## src/rtl/fpr_map.svh

```systemverilog
/*
 * Address map, field positions, keys and reset values of the
 * flash protect register block.
 * Assumes a 32-bit register port with full-word accesses only.
 */
`ifndef FPR_MAP_SVH
`define FPR_MAP_SVH

// Register byte addresses
`define FPR_OFF_DEBUG_LOCK_MODE   32'hffff_e510
`define FPR_OFF_DEBUG_UNLOCK_KEY  32'hffff_e514
`define FPR_OFF_ROM_GUARD_CONTROL 32'hffff_e518
`define FPR_OFF_ROM_GUARD_KEY     32'hffff_e51c
`define FPR_OFF_FLASH_STATE       32'hffff_e520
`define FPR_OFF_IRQ_STATUS        32'hffff_e524
`define FPR_OFF_IRQ_MASK          32'hffff_e528

// Commit keys
`define FPR_ROM_GUARD_KEY_VAL     32'h0000_003d
`define FPR_DEBUG_KEY_VAL         32'h0000_00c5

// Field positions in flash_state
`define FPR_BIT_DONE              0
`define FPR_BIT_ROM_KIND          2
`define FPR_BIT_BLOCK_LO          4

// Field position of the enable bits
`define FPR_BIT_ENABLE            0

// Reset values of the enable bits
`define FPR_RST_ROM_GUARD         1'h1
`define FPR_RST_DEBUG_LOCK        1'h1

// Reset value of the done flag
`define FPR_RST_DONE              1'h1

// Interrupt status and mask bits
`define FPR_IRQ_DONE              0
`define FPR_IRQ_FAULT             1
`define FPR_IRQ_ACC_REFUSED       2
`define FPR_IRQ_PROG_REFUSED      3
`define FPR_IRQ_WIDTH             4

`endif

```

## src/rtl/fpr_pkg.sv

```systemverilog
/*
 * Types shared by the flash protect register block.
 * Assumes the map header supplies every number.
 */
package fpr_pkg;

    // One register port request
    typedef struct packed {
        logic [31:0] addr;    // Byte address
        logic [31:0] wdata;   // Write data
        logic        wr;      // Write strobe
        logic        rd;      // Read strobe
        logic        rom_src; // Access comes from code in the ROM area
    } fpr_bus_req_t;

    // Live status from the flash macro
    typedef struct packed {
        logic       busy;     // Automatic operation running
        logic       fault;    // Automatic operation ended with a fault
        logic [3:0] blk_prot; // Per-block protect bits
    } fpr_flash_st_t;

    // Program request towards one flash block
    typedef struct packed {
        logic       req;      // One-cycle request
        logic [1:0] blk;      // Target block
    } fpr_prog_req_t;

endpackage

```

## src/rtl/fpr_guard_cell.sv

```systemverilog
/*
 * One key-committed enable bit: a staged copy that software writes
 * and an active copy that takes the staged value on a key write.
 * Assumes both resets are synchronous and active low.
 */
`timescale 1ns/1ps

module fpr_guard_cell #(
    parameter bit KEEP_ON_SYS_RESET = 1'b1, // Survive ordinary resets
    parameter bit RESET_VAL         = 1'b1  // Value after reset
) (
    input  wire logic clk_i,       // Clock
    input  wire logic nrst_i,      // Ordinary reset
    input  wire logic por_nrst_i,  // Power-on reset
    input  wire logic stage_we_i,  // Write staged value
    input  wire logic stage_val_i, // New staged value
    input  wire logic commit_i,    // Matching key written
    output logic      active_o     // Committed value
);

    logic staged_q; // Value waiting for the key
    logic active_q; // Value in force
    logic wipe;     // Reset that reaches this cell

    assign wipe     = !por_nrst_i || (!nrst_i && !KEEP_ON_SYS_RESET);
    assign active_o = active_q;

    ////////////////////////////////////////////////////////////////////
    // Staged copy
    always_ff @(posedge clk_i) begin
        if (wipe) begin
            staged_q <= RESET_VAL;
        end else if (stage_we_i) begin
            staged_q <= stage_val_i;
        end
    end

    ////////////////////////////////////////////////////////////////////
    // Active copy, changed only by the key
    always_ff @(posedge clk_i) begin
        if (wipe) begin
            active_q <= RESET_VAL;
        end else if (commit_i) begin
            active_q <= staged_q;
        end
    end

endmodule

```

## src/rtl/fpr_top.sv

```systemverilog
/*
 * Flash protect registers: flash status, ROM read guard and
 * debug unit lock, with key-committed enables and an interrupt.
 * Assumes one clock, synchronous active-low resets, flash status
 * inputs and the ROM-source qualifier on the same clock.
 */
`timescale 1ns/1ps
`include "fpr_map.svh"

module fpr_top
    import fpr_pkg::*;
#(
    parameter bit FLASH_VARIANT = 1'b1, // 1 flash part, 0 mask part
    parameter int NUM_BLOCKS    = 4     // Protectable flash blocks
) (
    input  wire logic          clk_i,       // 125 MHz clock
    input  wire logic          nrst_i,      // Ordinary reset
    input  wire logic          por_nrst_i,  // Power-on reset
    input  wire fpr_bus_req_t  bus_i,       // Register port request
    output logic [31:0]        rdata_o,     // Read data, cycle after
    input  wire fpr_flash_st_t flash_st_i,  // Flash macro status
    input  wire fpr_prog_req_t prog_i,      // Block program request
    output logic               prog_ok_o,   // Program allowed pulse
    output logic               prog_deny_o, // Program refused pulse
    output logic               rom_guard_o, // ROM read guard in force
    output logic               dbg_lock_o,  // Debug unit locked
    output logic               full_prot_o, // Whole flash protected
    output logic               irq_o        // Interrupt level
);

    ////////////////////////////////////////////////////////////////////
    // Elaboration checks
    if (NUM_BLOCKS != 4) begin : g_bad_blocks
        $error("fpr_top supports exactly four flash blocks");
    end

    ////////////////////////////////////////////////////////////////////
    // Functions

    // Full-address match against one register
    function automatic logic hit(input logic [31:0] a, input logic [31:0] off);
        hit = (a == off);
    endfunction

    ////////////////////////////////////////////////////////////////////
    // Declarations
    logic                      done_q;        // Auto operation done
    logic                      fault_hold_q;  // Fault seen since reset
    logic [NUM_BLOCKS-1:0]     blk_prot_q;    // Sampled protect flags
    logic                      full_q;        // All blocks protected
    logic                      rom_en;        // Committed ROM guard enable
    logic                      dbg_en;        // Committed debug lock bit
    logic                      rom_guard_q;   // ROM guard in force
    logic                      dbg_lock_q;    // Debug lock in force
    logic                      wr_ok;         // Write passes the guard
    logic                      refused;       // Write blocked by guard
    logic                      rom_stage_we;  // Stage ROM guard enable
    logic                      rom_commit;    // ROM guard key written
    logic                      dbg_stage_we;  // Stage debug lock bit
    logic                      dbg_commit;    // Debug key written
    logic [`FPR_IRQ_WIDTH-1:0] irq_sts_q;     // Sticky event bits
    logic [`FPR_IRQ_WIDTH-1:0] irq_sts_d;     // Next sticky bits
    logic [`FPR_IRQ_WIDTH-1:0] irq_mask_q;    // Interrupt enables
    logic [`FPR_IRQ_WIDTH-1:0] irq_mask_d;    // Next interrupt enables
    logic [`FPR_IRQ_WIDTH-1:0] events;        // This cycle's events
    logic                      sts_rd_clr;    // Status read clears
    logic                      done_prev_q;   // Done one cycle ago
    logic                      fault_prev_q;  // Fault hold one cycle ago
    logic                      prog_ok_q;     // Program allowed
    logic                      prog_deny_q;   // Program refused
    logic [31:0]               rdata_q;       // Read data register
    logic [31:0]               rdata_d;       // Read data next
    logic                      irq_q;         // Interrupt level

    ////////////////////////////////////////////////////////////////////
    // Auto operation done flag

    // A one-cycle fault pulse is latched so done cannot recover early
    // fault sticks until reset
    always_ff @(posedge clk_i) begin
        if (!nrst_i) begin
            fault_hold_q <= 1'h0;
        end else if (flash_st_i.fault && FLASH_VARIANT) begin
            fault_hold_q <= 1'h1;
        end
    end

    always_ff @(posedge clk_i) begin
        if (!nrst_i) begin
            done_q <= `FPR_RST_DONE;
        end else if (!FLASH_VARIANT) begin
            // Mask part never runs automatic operations
            done_q <= 1'h1;
        end else begin
            done_q <= !flash_st_i.busy && !flash_st_i.fault && !fault_hold_q;
        end
    end

    ////////////////////////////////////////////////////////////////////
    // Block protect flags and full protection

    always_ff @(posedge clk_i) begin
        if (!nrst_i) begin
            blk_prot_q <= '0;
        end else if (!FLASH_VARIANT) begin
            // Mask part is protected at all times out of reset
            blk_prot_q <= '1;
        end else begin
            blk_prot_q <= flash_st_i.blk_prot;
        end
    end

    always_ff @(posedge clk_i) begin
        if (!nrst_i) begin
            full_q <= 1'h0;
        end else begin
            full_q <= &blk_prot_q;
        end
    end

    ////////////////////////////////////////////////////////////////////
    // Write guard and key decoding

    // writes from code outside ROM to the guard and lock registers are refused while guarded
    assign wr_ok   = bus_i.wr && (!rom_guard_q || bus_i.rom_src);
    assign refused = bus_i.wr && rom_guard_q && !bus_i.rom_src &&
                     (hit(bus_i.addr, `FPR_OFF_ROM_GUARD_CONTROL) ||
                      hit(bus_i.addr, `FPR_OFF_ROM_GUARD_KEY) ||
                      hit(bus_i.addr, `FPR_OFF_DEBUG_LOCK_MODE) ||
                      hit(bus_i.addr, `FPR_OFF_DEBUG_UNLOCK_KEY));

    // only the enable bit is stored
    assign rom_stage_we = wr_ok && hit(bus_i.addr, `FPR_OFF_ROM_GUARD_CONTROL);
    assign dbg_stage_we = wr_ok && hit(bus_i.addr, `FPR_OFF_DEBUG_LOCK_MODE);

    assign rom_commit = wr_ok && hit(bus_i.addr, `FPR_OFF_ROM_GUARD_KEY) &&
                        (bus_i.wdata == `FPR_ROM_GUARD_KEY_VAL);

    assign dbg_commit = wr_ok && hit(bus_i.addr, `FPR_OFF_DEBUG_UNLOCK_KEY) &&
                        (bus_i.wdata == `FPR_DEBUG_KEY_VAL);

    ////////////////////////////////////////////////////////////////////
    // Key-committed enables

    // flash part keeps enables over ordinary resets, not power-on ones
    // mask part loses them on every reset
    fpr_guard_cell #(
        .KEEP_ON_SYS_RESET (FLASH_VARIANT),
        .RESET_VAL         (`FPR_RST_ROM_GUARD)
    ) u_rom_cell (
        .clk_i       (clk_i),
        .nrst_i      (nrst_i),
        .por_nrst_i  (por_nrst_i),
        .stage_we_i  (rom_stage_we),
        .stage_val_i (bus_i.wdata[`FPR_BIT_ENABLE]),
        .commit_i    (rom_commit),
        .active_o    (rom_en)
    );

    // debug lock bit resets to 1
    fpr_guard_cell #(
        .KEEP_ON_SYS_RESET (FLASH_VARIANT),
        .RESET_VAL         (`FPR_RST_DEBUG_LOCK)
    ) u_dbg_cell (
        .clk_i       (clk_i),
        .nrst_i      (nrst_i),
        .por_nrst_i  (por_nrst_i),
        .stage_we_i  (dbg_stage_we),
        .stage_val_i (bus_i.wdata[`FPR_BIT_ENABLE]),
        .commit_i    (dbg_commit),
        .active_o    (dbg_en)
    );

    ////////////////////////////////////////////////////////////////////
    // Protection in force

    always_ff @(posedge clk_i) begin
        if (!nrst_i) begin
            rom_guard_q <= 1'h0;
        end else begin
            rom_guard_q <= rom_en && full_q;
        end
    end

    always_ff @(posedge clk_i) begin
        if (!nrst_i) begin
            dbg_lock_q <= 1'h0;
        end else begin
            dbg_lock_q <= dbg_en && full_q;
        end
    end

    ////////////////////////////////////////////////////////////////////
    // Block program gate

    always_ff @(posedge clk_i) begin
        if (!nrst_i) begin
            prog_ok_q   <= 1'h0;
            prog_deny_q <= 1'h0;
        end else begin
            prog_ok_q   <= prog_i.req && !blk_prot_q[prog_i.blk];
            prog_deny_q <= prog_i.req && blk_prot_q[prog_i.blk];
        end
    end

    ////////////////////////////////////////////////////////////////////
    // Interrupt events

    // Edge history for the done and fault events
    always_ff @(posedge clk_i) begin
        if (!nrst_i) begin
            done_prev_q  <= `FPR_RST_DONE;
            fault_prev_q <= 1'h0;
        end else begin
            done_prev_q  <= done_q;
            fault_prev_q <= fault_hold_q;
        end
    end

    // Collect this cycle's events
    always_comb begin
        events                        = '0;
        events[`FPR_IRQ_DONE]         = done_q && !done_prev_q;
        events[`FPR_IRQ_FAULT]        = fault_hold_q && !fault_prev_q;
        events[`FPR_IRQ_ACC_REFUSED]  = refused;
        events[`FPR_IRQ_PROG_REFUSED] = prog_deny_q;
    end

    // A status read clears; an event in the same cycle still sets
    assign sts_rd_clr = bus_i.rd && hit(bus_i.addr, `FPR_OFF_IRQ_STATUS);
    assign irq_sts_d  = (sts_rd_clr ? '0 : irq_sts_q) | events;

    // Sticky status bits
    always_ff @(posedge clk_i) begin
        if (!nrst_i) begin
            irq_sts_q <= '0;
        end else begin
            irq_sts_q <= irq_sts_d;
        end
    end

    // Next mask value; a write replaces the enables
    always_comb begin
        irq_mask_d = irq_mask_q;
        if (bus_i.wr && hit(bus_i.addr, `FPR_OFF_IRQ_MASK)) begin
            irq_mask_d = bus_i.wdata[`FPR_IRQ_WIDTH-1:0];
        end
    end

    // Mask register
    always_ff @(posedge clk_i) begin
        if (!nrst_i) begin
            irq_mask_q <= '0;
        end else begin
            irq_mask_q <= irq_mask_d;
        end
    end

    // Interrupt level from the next status and next mask, so the
    // pin follows the stored bits with no cycle of lag after a mask write
    always_ff @(posedge clk_i) begin
        if (!nrst_i) begin
            irq_q <= 1'h0;
        end else begin
            irq_q <= |(irq_sts_d & irq_mask_d);
        end
    end

    ////////////////////////////////////////////////////////////////////
    // Read path

    // Read mux; unmapped and write-only addresses read zero
    always_comb begin
        rdata_d = 32'h0000_0000;
        if (!bus_i.rd) begin
            rdata_d = 32'h0000_0000;
        end else if (hit(bus_i.addr, `FPR_OFF_FLASH_STATE)) begin
            rdata_d[`FPR_BIT_DONE] = done_q;
            rdata_d[`FPR_BIT_ROM_KIND] = !FLASH_VARIANT;
            rdata_d[`FPR_BIT_BLOCK_LO +: NUM_BLOCKS] = blk_prot_q;
        end else if (hit(bus_i.addr, `FPR_OFF_ROM_GUARD_CONTROL)) begin
            rdata_d[`FPR_BIT_ENABLE] = rom_en;
        end else if (hit(bus_i.addr, `FPR_OFF_DEBUG_LOCK_MODE)) begin
            rdata_d[`FPR_BIT_ENABLE] = dbg_en;
        end else if (hit(bus_i.addr, `FPR_OFF_IRQ_STATUS)) begin
            rdata_d[`FPR_IRQ_WIDTH-1:0] = irq_sts_q;
        end else if (hit(bus_i.addr, `FPR_OFF_IRQ_MASK)) begin
            rdata_d[`FPR_IRQ_WIDTH-1:0] = irq_mask_q;
        end else begin
            rdata_d = 32'h0000_0000;
        end
    end

    // Read data register
    always_ff @(posedge clk_i) begin
        if (!nrst_i) begin
            rdata_q <= 32'h0000_0000;
        end else begin
            rdata_q <= rdata_d;
        end
    end

    ////////////////////////////////////////////////////////////////////
    // Outputs
    assign rdata_o     = rdata_q;
    assign prog_ok_o   = prog_ok_q;
    assign prog_deny_o = prog_deny_q;
    assign rom_guard_o = rom_guard_q;
    assign dbg_lock_o  = dbg_lock_q;
    assign full_prot_o = full_q;
    assign irq_o       = irq_q;

endmodule

```

## config.mk

```make
export PLATFORM = sky130hd
export DESIGN_NAME = fpr_top
export DESIGN_NICKNAME = d
export VERILOG_FILES = /design/src/rtl/fpr_pkg.sv /design/src/rtl/fpr_guard_cell.sv /design/src/rtl/fpr_top.sv
export VERILOG_INCLUDE_DIRS = /design/src /design/src/rtl
export SDC_FILE = /design/constraint.sdc
export NUM_CORES = 1
export LEC_CHECK = 0
export ABC_AREA = 1
export BUFFER_PORTS_ARGS = -buffer_cell sky130_fd_sc_hd__buf_4
export CORE_MARGIN = 2
export CORE_UTILIZATION = 44
export CTS_BUF_LIST = sky130_fd_sc_hd__clkbuf_8 sky130_fd_sc_hd__clkbuf_16
export CTS_CLUSTER_DIAMETER = 50
export DETAILED_ROUTE_END_ITERATION = 16
export GPL_ROUTABILITY_DRIVEN = 0
export GPL_TIMING_DRIVEN = 0
export HOLD_SLACK_MARGIN = 0.06
export PLACE_DENSITY = 0.81
export SYNTH_ARGS = -nofsm -noshare
export SYNTH_HDL_FRONTEND = slang
export SYNTH_HIERARCHICAL = 1
export SYNTH_SLANG_ARGS = --single-unit
export TNS_END_PERCENT = 10
```

## constraint.sdc

```tcl
create_clock -name clk_i -period 1.15 [get_ports clk_i]
set_input_delay 0 -clock clk_i [delete_from_list [all_inputs] [get_ports clk_i]]
set_output_delay 0 -clock clk_i [all_outputs]
set_load 0.03 [all_outputs]
```

; ---- Word level (Yosys, flattened, before mapping)
; Index checks and enable logic that the tools add are counted.
[word_totals]
regBits = 58
latchBits = 0
ramBits = 0
romBits = 0
in_bits = 79
output_inout_bits = 38
mem_count = 0
[classes]
addsub = 0
multipliers = 0
div_mod_pow = 0
order_cmp = 1
n_eq_ne = 9
shift = 0
mux = 10
bitwise_logic = 4
reduce_logical = 37
[op_table]
columns = op, n
row1 = == test 32 bit (second input constant), 7
row2 = == test 32 x 6 -> 1 bit (second input constant), 1
row3 = == test 32 x 8 -> 1 bit (second input constant), 1
row4 = logical AND 1 bit, 20
row5 = 2-to-1 mux 4 bit, 5
row6 = zero test 1 bit, 8
row7 = OR reduction 4 bit, 2
row8 = OR reduction 5 bit, 1
row9 = AND 4 bit, 1
row10 = logical OR 1 bit, 4
row11 = 2-to-1 mux 1 bit, 4
row12 = bitwise OR 4 bit, 1
row13 = AND reduction 4 bit, 1
row14 = less-than comparator 2 x 3 -> 1 bit (second input constant), 1
row15 = binary-select mux 1 bit (select 2 bit), 1
row16 = inverter 1 bit, 2
row17 = AND reduction 2 bit, 1

; ---- Longest topological paths before layout
[depth]
word_depth = 8
depth_mapped = 13
ltp_nobuf = 13

; ---- Cells and area by module
; Netlist, hierarchy kept.
[by_module_without_submodules]
columns = module, n_inst, cells_each, area_per_inst_um2
row1 = fpr_top, 1, 277, 1829.3
row2 = fpr_guard_cell, 2, 10, 72.6

; ---- Worst setup path after synthesis
; No wires, ideal clock.
[synth_path]
path_kind = reg2reg
from = register rom_guard_q, in the netlist rom_guard_o
to = register u_rom_cell.active_q, in the netlist u_rom_cell/active_o
arrival_ps = 1123
path_slack_ps = -92
path_stages_with_launch = 8
path_buffers = 0
synth_period_minus_slack_ps = 1242
cell_sequence = dfxtp_1 -> inv_1 -> o21ai_0 -> inv_1 -> nand3_1 -> nor2_1 -> nand2_1 -> nand3_1
[synth_between]
elab_chain_cells = 5
[synth_rtl]
columns = item, line_no
row1 = "start, declared", fpr_top.sv:53  ; logic rom_guard_q;
row2 = "start signal, assigned", fpr_top.sv:181  ; rom_guard_q <= rom_en && full_q;
row3 = zero test 1 bit, fpr_top.sv:125  ; assign wr_ok = bus_i.wr && (!rom_guard_q || bus_i.rom_src);
row4 = logical OR 1 bit, fpr_top.sv:125
row5 = logical AND 1 bit, fpr_top.sv:125
row6 = logical AND 1 bit (2 in a row), fpr_top.sv:136  ; assign rom_commit = wr_ok && hit(bus_i.addr, `FPR_OFF_ROM_GUARD_KEY) &&
row7 = net rom_commit, fpr_top.sv:58  ; logic rom_commit;
row8 = "end signal, assigned", fpr_guard_cell.sv:44  ; active_q <= staged_q;
row9 = "end, declared", fpr_guard_cell.sv:22  ; logic active_q;
; The timed path passes the listed nets, and every way through them passes these cells.
; A chain may end at the register's enable or synchronous reset.

; ---- Worst setup path in the final report
[layout_path]
from = input port bus_i[5] (netlist bit)
to = register u_rom_cell.active_q, in the netlist u_rom_cell/active_o
[layout_between]
elab_chain_cells = 2
[layout_rtl]
columns = item, line_no
row1 = "start, declared", fpr_top.sv:19  ; input wire fpr_bus_req_t bus_i,
row2 = == test 32 x 6 -> 1 bit (no line), -
row3 = logical AND 1 bit, fpr_top.sv:136
row4 = net rom_commit, fpr_top.sv:58
; The timed path passes the listed nets, and every way through them passes these cells.

==> results by group <==
Power
  • Static leakage: 1.60 nW
  • Pwr dens: just under 900 mW/mm2
  • Worst-case vdd ir drop: 0.000997 V

GRT
  • First-pass GRT wire length: 8750 um
  • Number of global-route vias before repair: 2,089
  • Initial antenna violation count: 0
  • Total congestion overflow: 0
  • Largest net degree at the start of global routing: 11
  • GRT Util Overall: 21.9%

CTS
  • Clk pin slew, worst setup/hold paths: ~0.07 ns
  • Clock latency on the worst-skew pair: between 0.2 and 0.3 ns
  • CTS Buf Count: 5
  • Clk sinks: 34
  • Root buf cell: clkbuf_8
  • CTS Buffer Depth: 2
  • H-tree lvl count: 2
  • TritonCTS clock tree: done

Floorplanning
  • Core outline area: 0.00432 mm2
  • Initial cell density of the core: between 40% and 50%
  • Chip Width: 71.0 um
  • Num rows: 24
  • Die area: 0.00504 mm2
  • # IOs: 117
  • Die height: 71.0 um

Setup path
  • Critical path class: in2reg
  • Reg2reg path depth: 7
  • Reg-to-Reg Start: rom_guard_o$_SDFF_PN0_
  • CP delay by family, top: buffers and inverters
  • Type of origin of the critical path: primary input
  • Crit path arrival time: 1.33 ns
  • CP Data Required Time: 1.33 ns
  • Worst path max stage delay: ~0.54 ns
  • Crit Path Max Fanout: 3
  • Flop-to-flop setup slack: about 0.08 ns
  • Buf+Inv Stages, Crit Path: 3
  • Critical R2R Capture: u_dbg_cell/active_o$_SDFFE_PN1P_
  • Crit-path cells: dlygate4sd3_1, buf_4, nand4_1, nor3_2, nand3_1, nor2_2, inv_1, nand2_1, nand3_1
  • Crit path from: bus_i[5]
  • Cell mode on critical path: nand3_1
  • Crit. End Element: flip-flop
  • Slowest cell on crit path: dlygate4sd3_1

Route
  • Wirelength per Cell: 10.9 um
  • First-pass DRT Iterations: 4
  • Drt drc: 0
  • Routed wire length: 5260 um
  • Antenna-violating nets left: 0
  • Starting DRT DRC Count: 83
  • Routed vias/inst: between 4 and 5
  • Via count: 2,156

Place
  • I/O Buffers: 91
  • DP Area: between 0.002 and 0.003 mm2
  • HPWL after DPL: between 4000 and 5000 um
  • Setup WS pre-CTS: -0.235 ns

Timing
  • Fin. Hold Viols: 0
  • Max Freq: a little under 900 MHz
  • Unrepaired setup endpoints after global routing: yes
  • Fin crit share: 100%
  • Max-slew violation count: 0
  • Crit path time final: 1.15 ns
  • Setup slack after layout: -0.000478 ns
  • Final Skew: roughly 0.0027 ns
  • Worst hold margin: 0.0657 ns
  • Setup Viol. Count Final: 1

Final layout
  • Design area: just over 0.003 mm2
  • Number of diodes: 0
  • Layout cells sized above 1: between 30% and 40%
  • Layout area overhead: 53.8%
  • Final nets: 507
  • Fin util: 70.2%

Synth
  • Sequential share of the synthesized area: 34.5%
  • Post-synthesis cell area: ~0.002 mm2
  • Avg Inst Size Synth: 6.65 um2
  • Cells after Synth: 297
  • Synth cell types: 25
  • YS warnings: 6
  • #FFs+latches synth: 34

Hold path
  • Hold Crit Start: bus_i[0]
  • Min-delay worst type: in2reg
  • Hold Path Sink: irq_sts_q[2]$_SDFF_PN0_
  • Hold Crit Depth: 4

Status
  • Status: finished with violations
  • Failing checks: negative setup slack

Flow run
  • Max-Cap Viols: 0
worst max path at each step:
stage / to / cells past startpoint
final: u_rom_cell/active_o$_SDFFE_PN1P_ / 9
after detailed placement: u_dbg_cell/active_o$_SDFFE_PN1P_ / 13
after global routing: u_rom_cell/active_o$_SDFFE_PN1P_ / 9
after global placement: u_rom_cell/active_o$_SDFFE_PN1P_ / 13
after CTS: u_dbg_cell/active_o$_SDFFE_PN1P_ / 7
after floorplan: u_rom_cell/active_o$_SDFFE_PN1P_ / 7
worst min-delay path, stage by stage:
cell     delay, ns
buf_4         0.09
nor2_2        0.04
nand4_1       0.09
a21oi_1       0.08
what timing repair did:
action                                  CTS  global route
hold buffers                             10             0
endpoints found under the setup margin    0             8
hold endpoints to repair                 14             0
resized for setup                         0            10
buffers inserted                          0             0
cell type report:
type	instances	area [um2]
fill	365	1290
buffer	26	188
tap	52	65.1
clock buffer	6	82.6
inverter	46	173
sequential	34	683
multi-input combinational	214	1050
clock inverter	2	8.76
timing repair buffer	101	783
cells in the mapped netlist:
master,number,area [um2]
conb_1,1,3.75
o21ai_1,1,5.00
nor2_2,3,18.8
nor4_1,7,43.8
nand3_1,14,70.1
nand4_1,9,56.3
nor2_8,1,20.0
nand2_1,86,323
nor3_1,3,15.0
buf_4,24,180
a32oi_1,1,8.76
inv_2,4,15.0
inv_1,42,158
nand4_2,1,12.5
a21oi_1,13,65.1
clkbuf_1,2,7.51
nand2_2,3,18.8
nand3_4,1,17.5
o21ai_0,1,5.00
nor2_4,6,67.6
nor2_1,34,128
nand2_4,3,33.8
dfxtp_1,34,681
or2_2,2,12.5
nor4b_1,1,8.76
per-layer routing:
layer	GRT usage, %	vias up	part of all wire [%]
met4	7.34	0	1.9
met2	40.1	63	53
li1	-	1137	-
met3	6.55	9	6.4
met1	23.9	947	39
met5	0	-	0
state kept, by name (all words and copies together), names as in the netlist, 4 cells and up:
name and flops:
blk_prot_q 4, rdata_o 8, irq_sts_q 4, irq_mask_q 4
report_power, final:
| group | leakage (nW) | total (mW) | switching (mW) | internal, mW |
|---|---|---|---|---|
| Clock | 0.0524 | 0.890 | 0.417 | 0.473 |
| Sequential | 0.278 | 1.22 | 0.0148 | 1.21 |
| Combinational | 1.27 | 0.593 | 0.294 | 0.299 |
| Total | 1.60 | 2.70 | 0.726 | 1.98 |
cell families after synthesis:
kind of cell / Yosys count / share of synthesized area, %
other: 1 / 0.190
DFF: 34 / 34.5
buffers and inverters: 72 / 18.3
AOI/OAI and AO/OA: 16 / 4.25
and+or+nand+nor: 174 / 42.8
metrics by stage:
step	instances	setup TNS (ns)	power [mW]
floorplan	320	0	1.54
global placement	463	-1.40	1.78
finish	481	-0.000478	2.70
global route	481	-0.126	2.83
CTS	481	0	2.71
detailed placement	463	-1.61	1.80
cell usage in the layout, fill, tap and decap left out, types with 2 or more instances in the layout:
cell type and n:
nand4_1 9, dfxtp_2 2, or2_2 2, o21ai_1 2, nor2_2 6, nand3_1 14
nor2_1 30, conb_1 24, clkbuf_1 2, a21oi_1 13, nor4_1 7, nand2_2 3
dlygate4sd3_1 10, nand2_4 3, nor2_4 7, inv_2 4, buf_4 115, dfxtp_1 32
nor3_1 2, nand2_1 86, inv_1 43, clkbuf_8 6
(Power assumes the default switching activity.)
